--- config.mk ---
export PLATFORM = sky130hd
export DESIGN_NAME = trs_readout
export DESIGN_NICKNAME = d
export VERILOG_FILES = /design/src/hdl/trs_pkg.sv /design/src/hdl/trs_pair_buf.sv /design/src/hdl/trs_readout.sv
export SDC_FILE = /design/constraint.sdc
export NUM_CORES = 1
export LEC_CHECK = 0
export ABC_AREA = 1
export ABC_CLOCK_PERIOD_IN_PS = 5600
export BUFFER_PORTS_ARGS = -buffer_cell sky130_fd_sc_hd__buf_2
export CORE_ASPECT_RATIO = 1.1
export CORE_MARGIN = 2
export CORE_UTILIZATION = 30
export CTS_CLUSTER_DIAMETER = 200
export CTS_CLUSTER_SIZE = 24
export DETAILED_ROUTE_END_ITERATION = 10
export GPL_TIMING_DRIVEN = 0
export SYNTH_ARGS = -nofsm -noshare
export SYNTH_HDL_FRONTEND = slang
export SYNTH_SLANG_ARGS = --single-unit
export TNS_END_PERCENT = 1
--- constraint.sdc ---
create_clock -name I_CLK_SYS -period 5.6 [get_ports I_CLK_SYS]
set_input_delay 0.84 -clock I_CLK_SYS [delete_from_list [all_inputs] [get_ports I_CLK_SYS]]
set_output_delay 0.84 -clock I_CLK_SYS [all_outputs]
set_load 0.005 [all_outputs]
--- src/hdl/trs_pkg.sv ---
// Shared constants and types for the result readout port
package trs_pkg;

  // System clock
  localparam int CLK_PERIOD_NS = 25;
  localparam real CLK_FREQ_MHZ = 40.0;

  // Longest wait from conversion done to ready flag, rounded down
  localparam real T_READY_MAX_US = 0.33;
  localparam int READY_MAX_RAW = $rtoi(T_READY_MAX_US * CLK_FREQ_MHZ);
  localparam int READY_MAX_CYC = (READY_MAX_RAW < 1) ? 1 : READY_MAX_RAW;

  // Frame geometry
  localparam int FRAME_BITS = 48;
  localparam int PAD_BITS = 7;
  localparam int WORD_BITS = FRAME_BITS - PAD_BITS;
  localparam int TAP_BITS = 16;
  localparam int ITER_BITS = 8;

  // Field positions inside the buffered word
  localparam int TAP1_LSB = 25;
  localparam int TAP2_LSB = 9;
  localparam int ITER_LSB = 1;
  localparam int DARK_POS = 0;

  // Bit counter
  localparam int CNT_BITS = 6;
  localparam logic [CNT_BITS-1:0] CNT_RST = 6'h00;
  localparam logic [CNT_BITS-1:0] CNT_TAKE = 6'h01;
  localparam logic [CNT_BITS-1:0] CNT_FULL = 6'h30;

  // Values after reset
  localparam logic CS_N_RST = 1'b1;
  localparam logic SCLK_RST = 1'b0;
  localparam logic [PAD_BITS-1:0] PAD_ZERO = 7'h00;

  typedef logic [WORD_BITS-1:0] trs_word_t;
  typedef logic [FRAME_BITS-1:0] trs_frame_t;

  typedef enum logic
  {
    LK_IDLE = 1'b0,
    LK_SHIFT = 1'b1
  } trs_link_e;

endpackage : trs_pkg

--- src/hdl/trs_pair_buf.sv ---
// Two-entry result buffer with valid and ready on both sides
`timescale 1ns/10ps
module trs_pair_buf
  import trs_pkg::*;
#(
  parameter int W = WORD_BITS
)
(
  input wire logic i_clk,
  input wire logic i_rst_n,
  input wire logic i_in_valid,
  output logic o_in_ready,
  input wire logic [W-1:0] i_in_data,
  output logic o_out_valid,
  input wire logic i_out_ready,
  output logic [W-1:0] o_out_data
);

  logic [W-1:0] mem_q [2];
  logic wr_ptr_q;
  logic rd_ptr_q;
  logic [1:0] cnt_q;
  logic [1:0] cnt_d;
  logic push;
  logic pop;

  assign push = i_in_valid & o_in_ready;
  assign pop = o_out_valid & i_out_ready;
  assign o_out_data = mem_q[rd_ptr_q];

  always_comb
  begin
    cnt_d = cnt_q + {1'b0, push} - {1'b0, pop};
  end

  // Flags registered so neither side sees a combinational path
  always_ff @(posedge i_clk or negedge i_rst_n)
  begin
    if (!i_rst_n)
    begin
      cnt_q <= 2'h0;
      wr_ptr_q <= 1'b0;
      rd_ptr_q <= 1'b0;
      o_in_ready <= 1'b1;
      o_out_valid <= 1'b0;
    end
    else
    begin
      cnt_q <= cnt_d;
      o_in_ready <= (cnt_d != 2'h2);
      o_out_valid <= (cnt_d != 2'h0);
      if (push)
        wr_ptr_q <= ~wr_ptr_q;
      if (pop)
        rd_ptr_q <= ~rd_ptr_q;
    end
  end

  always_ff @(posedge i_clk)
  begin
    if (push)
      mem_q[wr_ptr_q] <= i_in_data;
  end
endmodule : trs_pair_buf

--- src/hdl/trs_readout.sv ---
// Serial result readout port of the distance sensor
//
// Behaviour
// - Raise ready flag when a frame is available
// - Flag rises within 0.33 us of conversion
// - One bit out per shift clock while selected
// - Data changes on rising, sampled on falling edge
// - Frame holds exactly 48 bits
// - Fields: tap1, tap2, iteration, dark, zero pad
// - Every field sent most significant bit first
// - Flag drops on second rising shift edge
// - Port is output only, takes no commands
// - Tap results are signed two's complement
// - Dark flag one without light trigger
// - Iteration count from last pixel reset
`timescale 1ns/10ps
module trs_readout
  import trs_pkg::*;
(
  input wire logic I_CLK_SYS,
  input wire logic I_RST_N,
  input wire logic I_CONV_DONE,
  input wire logic [TAP_BITS-1:0] I_FIRST_TAP_RESULT,
  input wire logic [TAP_BITS-1:0] I_SECOND_TAP_RESULT,
  input wire logic [ITER_BITS-1:0] I_ITER_COUNT,
  input wire logic I_DARK_FRAME,
  output logic O_CONV_READY,
  input wire logic I_CS_N,
  input wire logic I_SERIAL_SHIFT_CLOCK,
  output logic O_SERIAL_RESULT_OUT,
  output logic O_SERIAL_RESULT_OE,
  output logic O_RESULT_READY_FLAG
);

  localparam int READY_MAX = READY_MAX_CYC;

  // Pin synchronisers; stage three only feeds edge detection
  logic cs_n_s1_q;
  logic cs_n_s2_q;
  logic cs_n_s3_q;
  logic sclk_s1_q;
  logic sclk_s2_q;
  logic sclk_s3_q;

  logic cs_fall;
  logic cs_high;
  logic sclk_rise;

  trs_link_e link_q;
  logic active;
  logic [CNT_BITS-1:0] bit_cnt_q;
  logic [CNT_BITS-1:0] cnt_now;
  logic take;
  logic owns_q;

  trs_frame_t frame_q;
  trs_frame_t shift_q;
  trs_frame_t shift_src;
  logic frame_valid_q;

  trs_word_t conv_word;
  trs_word_t buf_data;
  logic buf_valid;
  logic buf_ready;

  // Word packing: signed taps, iteration count and dark flag pass as given
  assign conv_word = {I_FIRST_TAP_RESULT, I_SECOND_TAP_RESULT, I_ITER_COUNT, I_DARK_FRAME};

  // Two words of slack so a late reader does not drop a conversion
  trs_pair_buf #(
    .W(WORD_BITS)
  ) u_buf (
    .i_clk(I_CLK_SYS),
    .i_rst_n(I_RST_N),
    .i_in_valid(I_CONV_DONE),
    .o_in_ready(O_CONV_READY),
    .i_in_data(conv_word),
    .o_out_valid(buf_valid),
    .i_out_ready(buf_ready),
    .o_out_data(buf_data)
  );

  // Next frame only moves up once the held one has been claimed
  assign buf_ready = ~frame_valid_q;

  always_ff @(posedge I_CLK_SYS or negedge I_RST_N)
  begin
    if (!I_RST_N)
    begin
      cs_n_s1_q <= CS_N_RST;
      cs_n_s2_q <= CS_N_RST;
      cs_n_s3_q <= CS_N_RST;
    end
    else
    begin
      cs_n_s1_q <= I_CS_N;
      cs_n_s2_q <= cs_n_s1_q;
      cs_n_s3_q <= cs_n_s2_q;
    end
  end

  // Shift clock is at most a quarter of the system clock, so sampling sees every edge
  always_ff @(posedge I_CLK_SYS or negedge I_RST_N)
  begin
    if (!I_RST_N)
    begin
      sclk_s1_q <= SCLK_RST;
      sclk_s2_q <= SCLK_RST;
      sclk_s3_q <= SCLK_RST;
    end
    else
    begin
      sclk_s1_q <= I_SERIAL_SHIFT_CLOCK;
      sclk_s2_q <= sclk_s1_q;
      sclk_s3_q <= sclk_s2_q;
    end
  end

  assign cs_high = cs_n_s2_q;
  assign cs_fall = ~cs_n_s2_q & cs_n_s3_q;
  assign sclk_rise = sclk_s2_q & ~sclk_s3_q;

  // A select fall that lands with the first edge still counts that edge
  assign active = (link_q == LK_SHIFT) | cs_fall;
  assign cnt_now = cs_fall ? CNT_RST : bit_cnt_q;
  assign shift_src = cs_fall ? frame_q : shift_q;
  assign take = active & sclk_rise & (cnt_now == CNT_TAKE) & owns_q;

  always_ff @(posedge I_CLK_SYS or negedge I_RST_N)
  begin
    if (!I_RST_N)
      link_q <= LK_IDLE;
    else
    begin
      unique case (link_q)
        LK_IDLE:
        begin
          if (cs_fall)
            link_q <= LK_SHIFT;
        end
        LK_SHIFT:
        begin
          if (cs_high)
            link_q <= LK_IDLE;
        end
      endcase
    end
  end

  // Counter saturates at a full frame; edges while deselected are ignored
  always_ff @(posedge I_CLK_SYS or negedge I_RST_N)
  begin
    if (!I_RST_N)
      bit_cnt_q <= CNT_RST;
    else if (active && sclk_rise && cnt_now != CNT_FULL)
      bit_cnt_q <= cnt_now + CNT_TAKE;
    else if (cs_fall)
      bit_cnt_q <= CNT_RST;
  end

  // Shift copy frees the held frame for the next conversion mid-transfer
  always_ff @(posedge I_CLK_SYS or negedge I_RST_N)
  begin
    if (!I_RST_N)
    begin
      shift_q <= '0;
      O_SERIAL_RESULT_OUT <= 1'b0;
    end
    else if (active && sclk_rise)
    begin
      O_SERIAL_RESULT_OUT <= shift_src[FRAME_BITS-1];
      shift_q <= {shift_src[FRAME_BITS-2:0], 1'b0};
    end
    else if (cs_fall)
      shift_q <= frame_q;
    else if (cs_high)
      O_SERIAL_RESULT_OUT <= 1'b0;
  end

  // Driver enabled only while selected; nothing is ever received
  always_ff @(posedge I_CLK_SYS or negedge I_RST_N)
  begin
    if (!I_RST_N)
      O_SERIAL_RESULT_OE <= 1'b0;
    else
      O_SERIAL_RESULT_OE <= ~cs_high;
  end

  // Held frame with zero padding in the last seven bits
  always_ff @(posedge I_CLK_SYS or negedge I_RST_N)
  begin
    if (!I_RST_N)
      frame_q <= '0;
    else if (buf_valid && buf_ready)
      frame_q <= {buf_data, PAD_ZERO};
  end

  // Flag follows frame ownership; a take and a load never share a cycle
  always_ff @(posedge I_CLK_SYS or negedge I_RST_N)
  begin
    if (!I_RST_N)
      frame_valid_q <= 1'b0;
    else if (buf_valid && buf_ready)
      frame_valid_q <= 1'b1;
    else if (take)
      frame_valid_q <= 1'b0;
  end

  always_ff @(posedge I_CLK_SYS or negedge I_RST_N)
  begin
    if (!I_RST_N)
      O_RESULT_READY_FLAG <= 1'b0;
    else if (buf_valid && buf_ready)
      O_RESULT_READY_FLAG <= 1'b1;
    else if (take)
      O_RESULT_READY_FLAG <= 1'b0;
  end

  // Only a readout that copied a held frame may claim it; a frame landing mid-transfer keeps its flag
  always_ff @(posedge I_CLK_SYS or negedge I_RST_N)
  begin
    if (!I_RST_N)
      owns_q <= 1'b0;
    else if (cs_fall)
      owns_q <= frame_valid_q;
  end
endmodule : trs_readout

# Word level (Yosys, flattened, before mapping)
# Memories as Yosys holds them, arrays and structs flattened. A register that Yosys moved wholly into a read port is not among the register bits.
# Index checks and enable logic that the tools add are counted.
[totals] reg_bits=71 output_inout_bits=4 mem_count=1 in_bits=46 wordCells=62 ram_bits=82
[memory_table] memory="u_buf.mem_q" words=2 word_bits=41 read_ports=1 rd_ports_with_merged_regs=1 wr=1 line_no="trs_pair_buf.sv:19" text="logic [W-1:0] mem_q [2];"
[op_classes] muxes=14 bitwise_logic=14 eq_ne=4 n_addsub=3 reduce_logical=8
[op_table] op="$mux 48" n=2
[op_table] op="$mux 6" n=2
[op_table] op="$mux 1" n=9
[op_table] op="$and 1x1->1" n=7
[op_table] op="$add 6x1->6 const B" n=1
[op_table] op="$eq 6x1->1 const B" n=1
[op_table] op="$ne 6x6->1 const B" n=1
[op_table] op="$not 1->1" n=6
[op_table] op="$reduce_bool 2->1" n=3
[op_table] op="$logic_and 1x1->1" n=3
[op_table] op="$add 2x1->2" n=1
[op_table] op="$ne 2x1->1 const B" n=1
[op_table] op="$ne 2x2->1 const B" n=1
[op_table] op="$pmux 1 s2" n=1
[op_table] op="$reduce_and 2->1" n=1
[op_table] op="$sub 2x1->2" n=1
[op_table] op="$logic_not 1->1" n=1
[op_table] op="$or 1x1->1" n=1

# Logic depth before layout (Yosys ltp)
[logic_depth] word_depth=8 depth_mapped=11 mapped_depth_nobuf=9

# Hierarchy
# Synthesis repeated with hierarchy kept, for this count alone.
[hier_totals] hier_cells=690 hier_area_um2=7782.5
[modules_own_cells] module="trs_readout" instances=1 area_each_um2=4469.3 cells_each=442 seq_area_each_um2=2656.3
[modules_own_cells] module="trs_pair_buf" instances=1 area_each_um2=3313.2 cells_each=248 seq_area_each_um2=2613.8

# Worst setup path after synthesis
# OpenSTA, ideal clock, no wires.
[synth_timing] path_type="input -> register" startpoint="in I_CONV_DONE" endpoint="mem u_buf.mem_q[0][0] (netlist bit) (enable)" stages=2 required_ns=5.161 slack_ns=2.487 setup_ns=0.439 path_buffers=0 arrival_ns=2.674 cell_sequence="nand2_1 > nor2_1"
[synth_via] elab_chain_len=3
[synth_lines] item="start, declared" line_no="trs_readout.sv:22" text="input wire logic I_CONV_DONE,"
[synth_lines] item="$and 1x1->1" line_no="trs_pair_buf.sv:27" text="assign push = i_in_valid & o_in_ready;"
[synth_lines] item="$mux 1" line_no="trs_pair_buf.sv:61" text="if (push)"
[synth_lines] item="$mux 1 (not written as such)" line_no="trs_pair_buf.sv:62" text="mem_q[wr_ptr_q] <= i_in_data;"
[synth_lines] item="end, declared" line_no="trs_pair_buf.sv:19"
# Every way passes these cells.

==> results.toml <==
[sta]
max_slew_margin_pct = 61.41
setup_violations = 0
layout_min_cycle_time_ps = 2321
rsz0062_at_grt = "false"
setup_tns_ps = 0
period_share_pct = 41.45
holdWs_ps = 286.8
finalClockSkew_ps = 8.790
finalHoldViolCount = 0
tightest_slew_ps = 577.5
timing.fmax_mhz = 430.9
slew_viol_final = 0

[critical_path]
cp-start-kind = "flip-flop"
slowest_stage = "dfrtp_1"
reg2reg_from = "O_RESULT_READY_FLAG"
worstPathCellList = "inv_1 -> nand2_1 -> inv_1 -> buf_2 -> buf_2 -> ha_1 -> inv_1 -> ha_1 -> xnor2_1 -> xnor2_1 -> or2_2"
crit_required_ps = 5910
rr_worst_depth = 11
path_delay_family = "buffers and inverters"
arrival_ps = 2630
crit_type = "flip-flop to flip-flop"
cp.depth = 11
timing.critical_path.mode_cell = "inv_1"
end_kind = "flip-flop"
crit_buf_inv = 5
critPathMaxFanout = 10
timing.rr.end = "u_buf.o_out_valid"
crit_path_start = "O_RESULT_READY_FLAG"
rrSetupSlack_ps = 3280
slowest_delay_ps = 390

[cells_and_area]
regArea_sq_um = 5270
n_antenna_cell = 0
final_nets = 818
area_growth_pct = 17.56
multi_input_area_sq_um = 1869
fillCellCount = 2445
layout-drive-gt1-share_pct = 15.20

[synthesis]
synth_cell_type_count = 27
yosys-top-cells-count = "nand2_1, dfrtp_1, o21ai_0"
synth_enable_flop_cells = 82
async_flop_share_pct = 57.73
yosysTopAreaCellShare_pct = 35.77
syn_avg_cell_area_sq_um = 10.81
ys_seq_area_share_pct = 69.76
synth_nets = 747
synthesis.area_sq_um = 7555
synth_ff_type = "dfrtp_1"
synth_cells = 699
synth_area_leaders = "dfrtp_1, edfxtp_1, nand2_1, o21ai_0, o22ai_1"
yosysWarnings = 0
yosys.area.top_type = "dfrtp_1"
ys_ff_latch = 194
yosysMostFrequentCell = "nand2_1"

[die]
boundaryPins = 50
fp-row-count = 60
die_h_um = 170.4
start_util_pct = 30.68
core_sq_um = 24620
dieWidth_um = 155.3
die_area_sq_um = 26470

[clock_tree]
cts_sinks = 194
cts_resized = 0
cts_buffers = 17
htree_levels = 4
root_buffer = "clkbuf_16"
insertion_delay_ps = 430
cts_buffer_depth = 2
postCtsHoldBufs = 0
clk_pin_slew_worst_paths_ps = 70
post-cts-setup-buffer-count = 0
cts_tree = "yes"

[place]
gp_congestion = 0.7727
port_buffers = 49
dp_hpwl_mm = 9.984

[global_route]
gr-total-overflow = 0
antenna_found_initial = 0
grt_start_max_net_pins = 84
grt_usage_pct = 11.91
grt_pass1_wl_mm = 24.50
grt_pass1_vias = 4790

[power_and_ir_drop]
peakVddDrop_uv = 220.3
powerDensity_nw_per_um2 = 472.2
p_leak_nw = 3.872

[route]
drc = 0
drt-initial-drc-count = 377
wirelength_mm = 14.92
wl_per_cell_um = 13.65
via_count = 4872
dr.pass1.iters = 5
route.antenna.remaining_nets = 0
via_per_inst = 4.457

[min_path]
min_path_type = "input pin to asynchronous set/reset pin"

[status]
status = "completed"

[run]
maxCapViolations = 0
power breakdown:
group	switching (mW)	internal [mW]	total (mW)
Clock	0.515	0.712	1.23
Combinational	0.621	0.323	0.944
Sequential	0.106	1.92	2.02
Total	1.24	2.95	4.19
logic make-up (layout without fill, tap and decap cells):
group | after synthesis | count (layout) | share of synthesized area [%]
DFF | 194 | 194 | 69.76
AOI/OAI and AO/OA | 140 | 140 | 10.19
xor gates and xnor gates | 6 | 6 | 0.6956
adders and majority gates | 2 | 2 | 0.3312
buffers and inverters | 99 | 183 | 5.697
and+or+nand+nor | 258 | 258 | 13.33
registers in the layout, summed over array words and instances (netlist names):
| name | flops |
|---|---|
| u_buf.mem_q | 82 |
| shift_q | 48 |
| frame_q | 41 |
| bit_cnt_q | 6 |
| u_buf.cnt_q | 2 |
| O_RESULT_READY_FLAG | 1 |
| O_SERIAL_RESULT_OE | 1 |
| O_SERIAL_RESULT_OUT | 1 |
| cs_high | 1 |
| cs_n_s1_q | 1 |
| cs_n_s3_q | 1 |
| link_q | 1 |
| owns_q | 1 |
| sclk_s1_q | 1 |
| sclk_s2_q | 1 |
| sclk_s3_q | 1 |
| u_buf.o_in_ready | 1 |
| u_buf.o_out_valid | 1 |
| u_buf.rd_ptr_q | 1 |
| u_buf.wr_ptr_q | 1 |
layer usage:
| layer | vias to the layer above | global-route usage, % | share of wire [%] |
|---|---|---|---|
| met5 | - | 0 | 0 |
| li1 | 2448 | - | - |
| met1 | 2338 | 14.93 | 45 |
| met4 | 0 | 3.869 | 1.2 |
| met2 | 73 | 20.46 | 50 |
| met3 | 13 | 2.699 | 3.4 |
worst reg2reg max path, cell delays in order (launching register included):
cell and delay [ps]:
dfrtp_1 390, inv_1 70, nand2_1 120, inv_1 90, buf_2 210, buf_2 290
ha_1 280, inv_1 50, ha_1 140, xnor2_1 130, xnor2_1 120, or2_2 300
area by class of cell:
cell class	instances	area share, %
clock buffer	22	5.466
inverter	61	2.578
tap	310	4.367
buffer	38	2.268
multi-input combinational	406	21.05
clock inverter	10	1.338
sequential	194	59.34
timing repair buffer	52	3.593
worst max-delay path by stage:
stage	endpoint
final	u_buf.o_out_valid
after CTS	u_buf.o_out_valid
after floorplan	u_buf.mem_q[0][0]
after global placement	u_buf.mem_q[0][13]
after detailed placement	u_buf.o_out_valid
after global routing	u_buf.o_out_valid
per-stage QoR:
| stage | power (mW) | setup slack, ps | cells | instance area [sq um] | utilization [%] |
|---|---|---|---|---|---|
| finish | 4.194 | 3279 | 1093 | 8881 | 36.07 |
| global route | 4.467 | 3053 | 1093 | 8881 | 36.07 |
| CTS | 4.248 | 3239 | 1093 | 8881 | 36.07 |
| detailed placement | 3.016 | 3245 | 1061 | 8277 | 33.61 |
| global placement | 2.968 | 1128 | 1058 | 8188 | 33.25 |
| floorplan | 2.686 | 2487 | 699 | 7555 | - |
placed cells by master, fill, tap and decap left out:
cell       netlist  final
inv_2            2      2
buf_4            5      5
nand2_4          1      1
buf_12           0      2
clkbuf_16        0     18
inv_6            0      3
buf_6            3      4
clkinv_2         0      3
clkinv_1         1      1
o22ai_1         41     41
clkbuf_8         0      2
xnor2_1          2      2
nor2_1          55     53
nand2_2          2      2
buf_16           0      1
o21bai_2         1      1
or2_2            1      1
nor2_4           0      2
nand4_1          2      2
dfrtp_1        108    108
inv_1           58     58
a21oi_1          1      1
buf_2           14     62
xor2_1           4      4
ha_1             2      2
nand3_1         13     13
a21oi_4          1      1
buf_1            2      2
edfxtp_1        82     82
nor2_2           1      1
dfstp_2          4      4
clkbuf_1        14     16
bufinv_16        0      2
clkinv_4         0      2
nand2_1        183    183
o21ai_0         96     96
(Power assumes the default switching activity.)
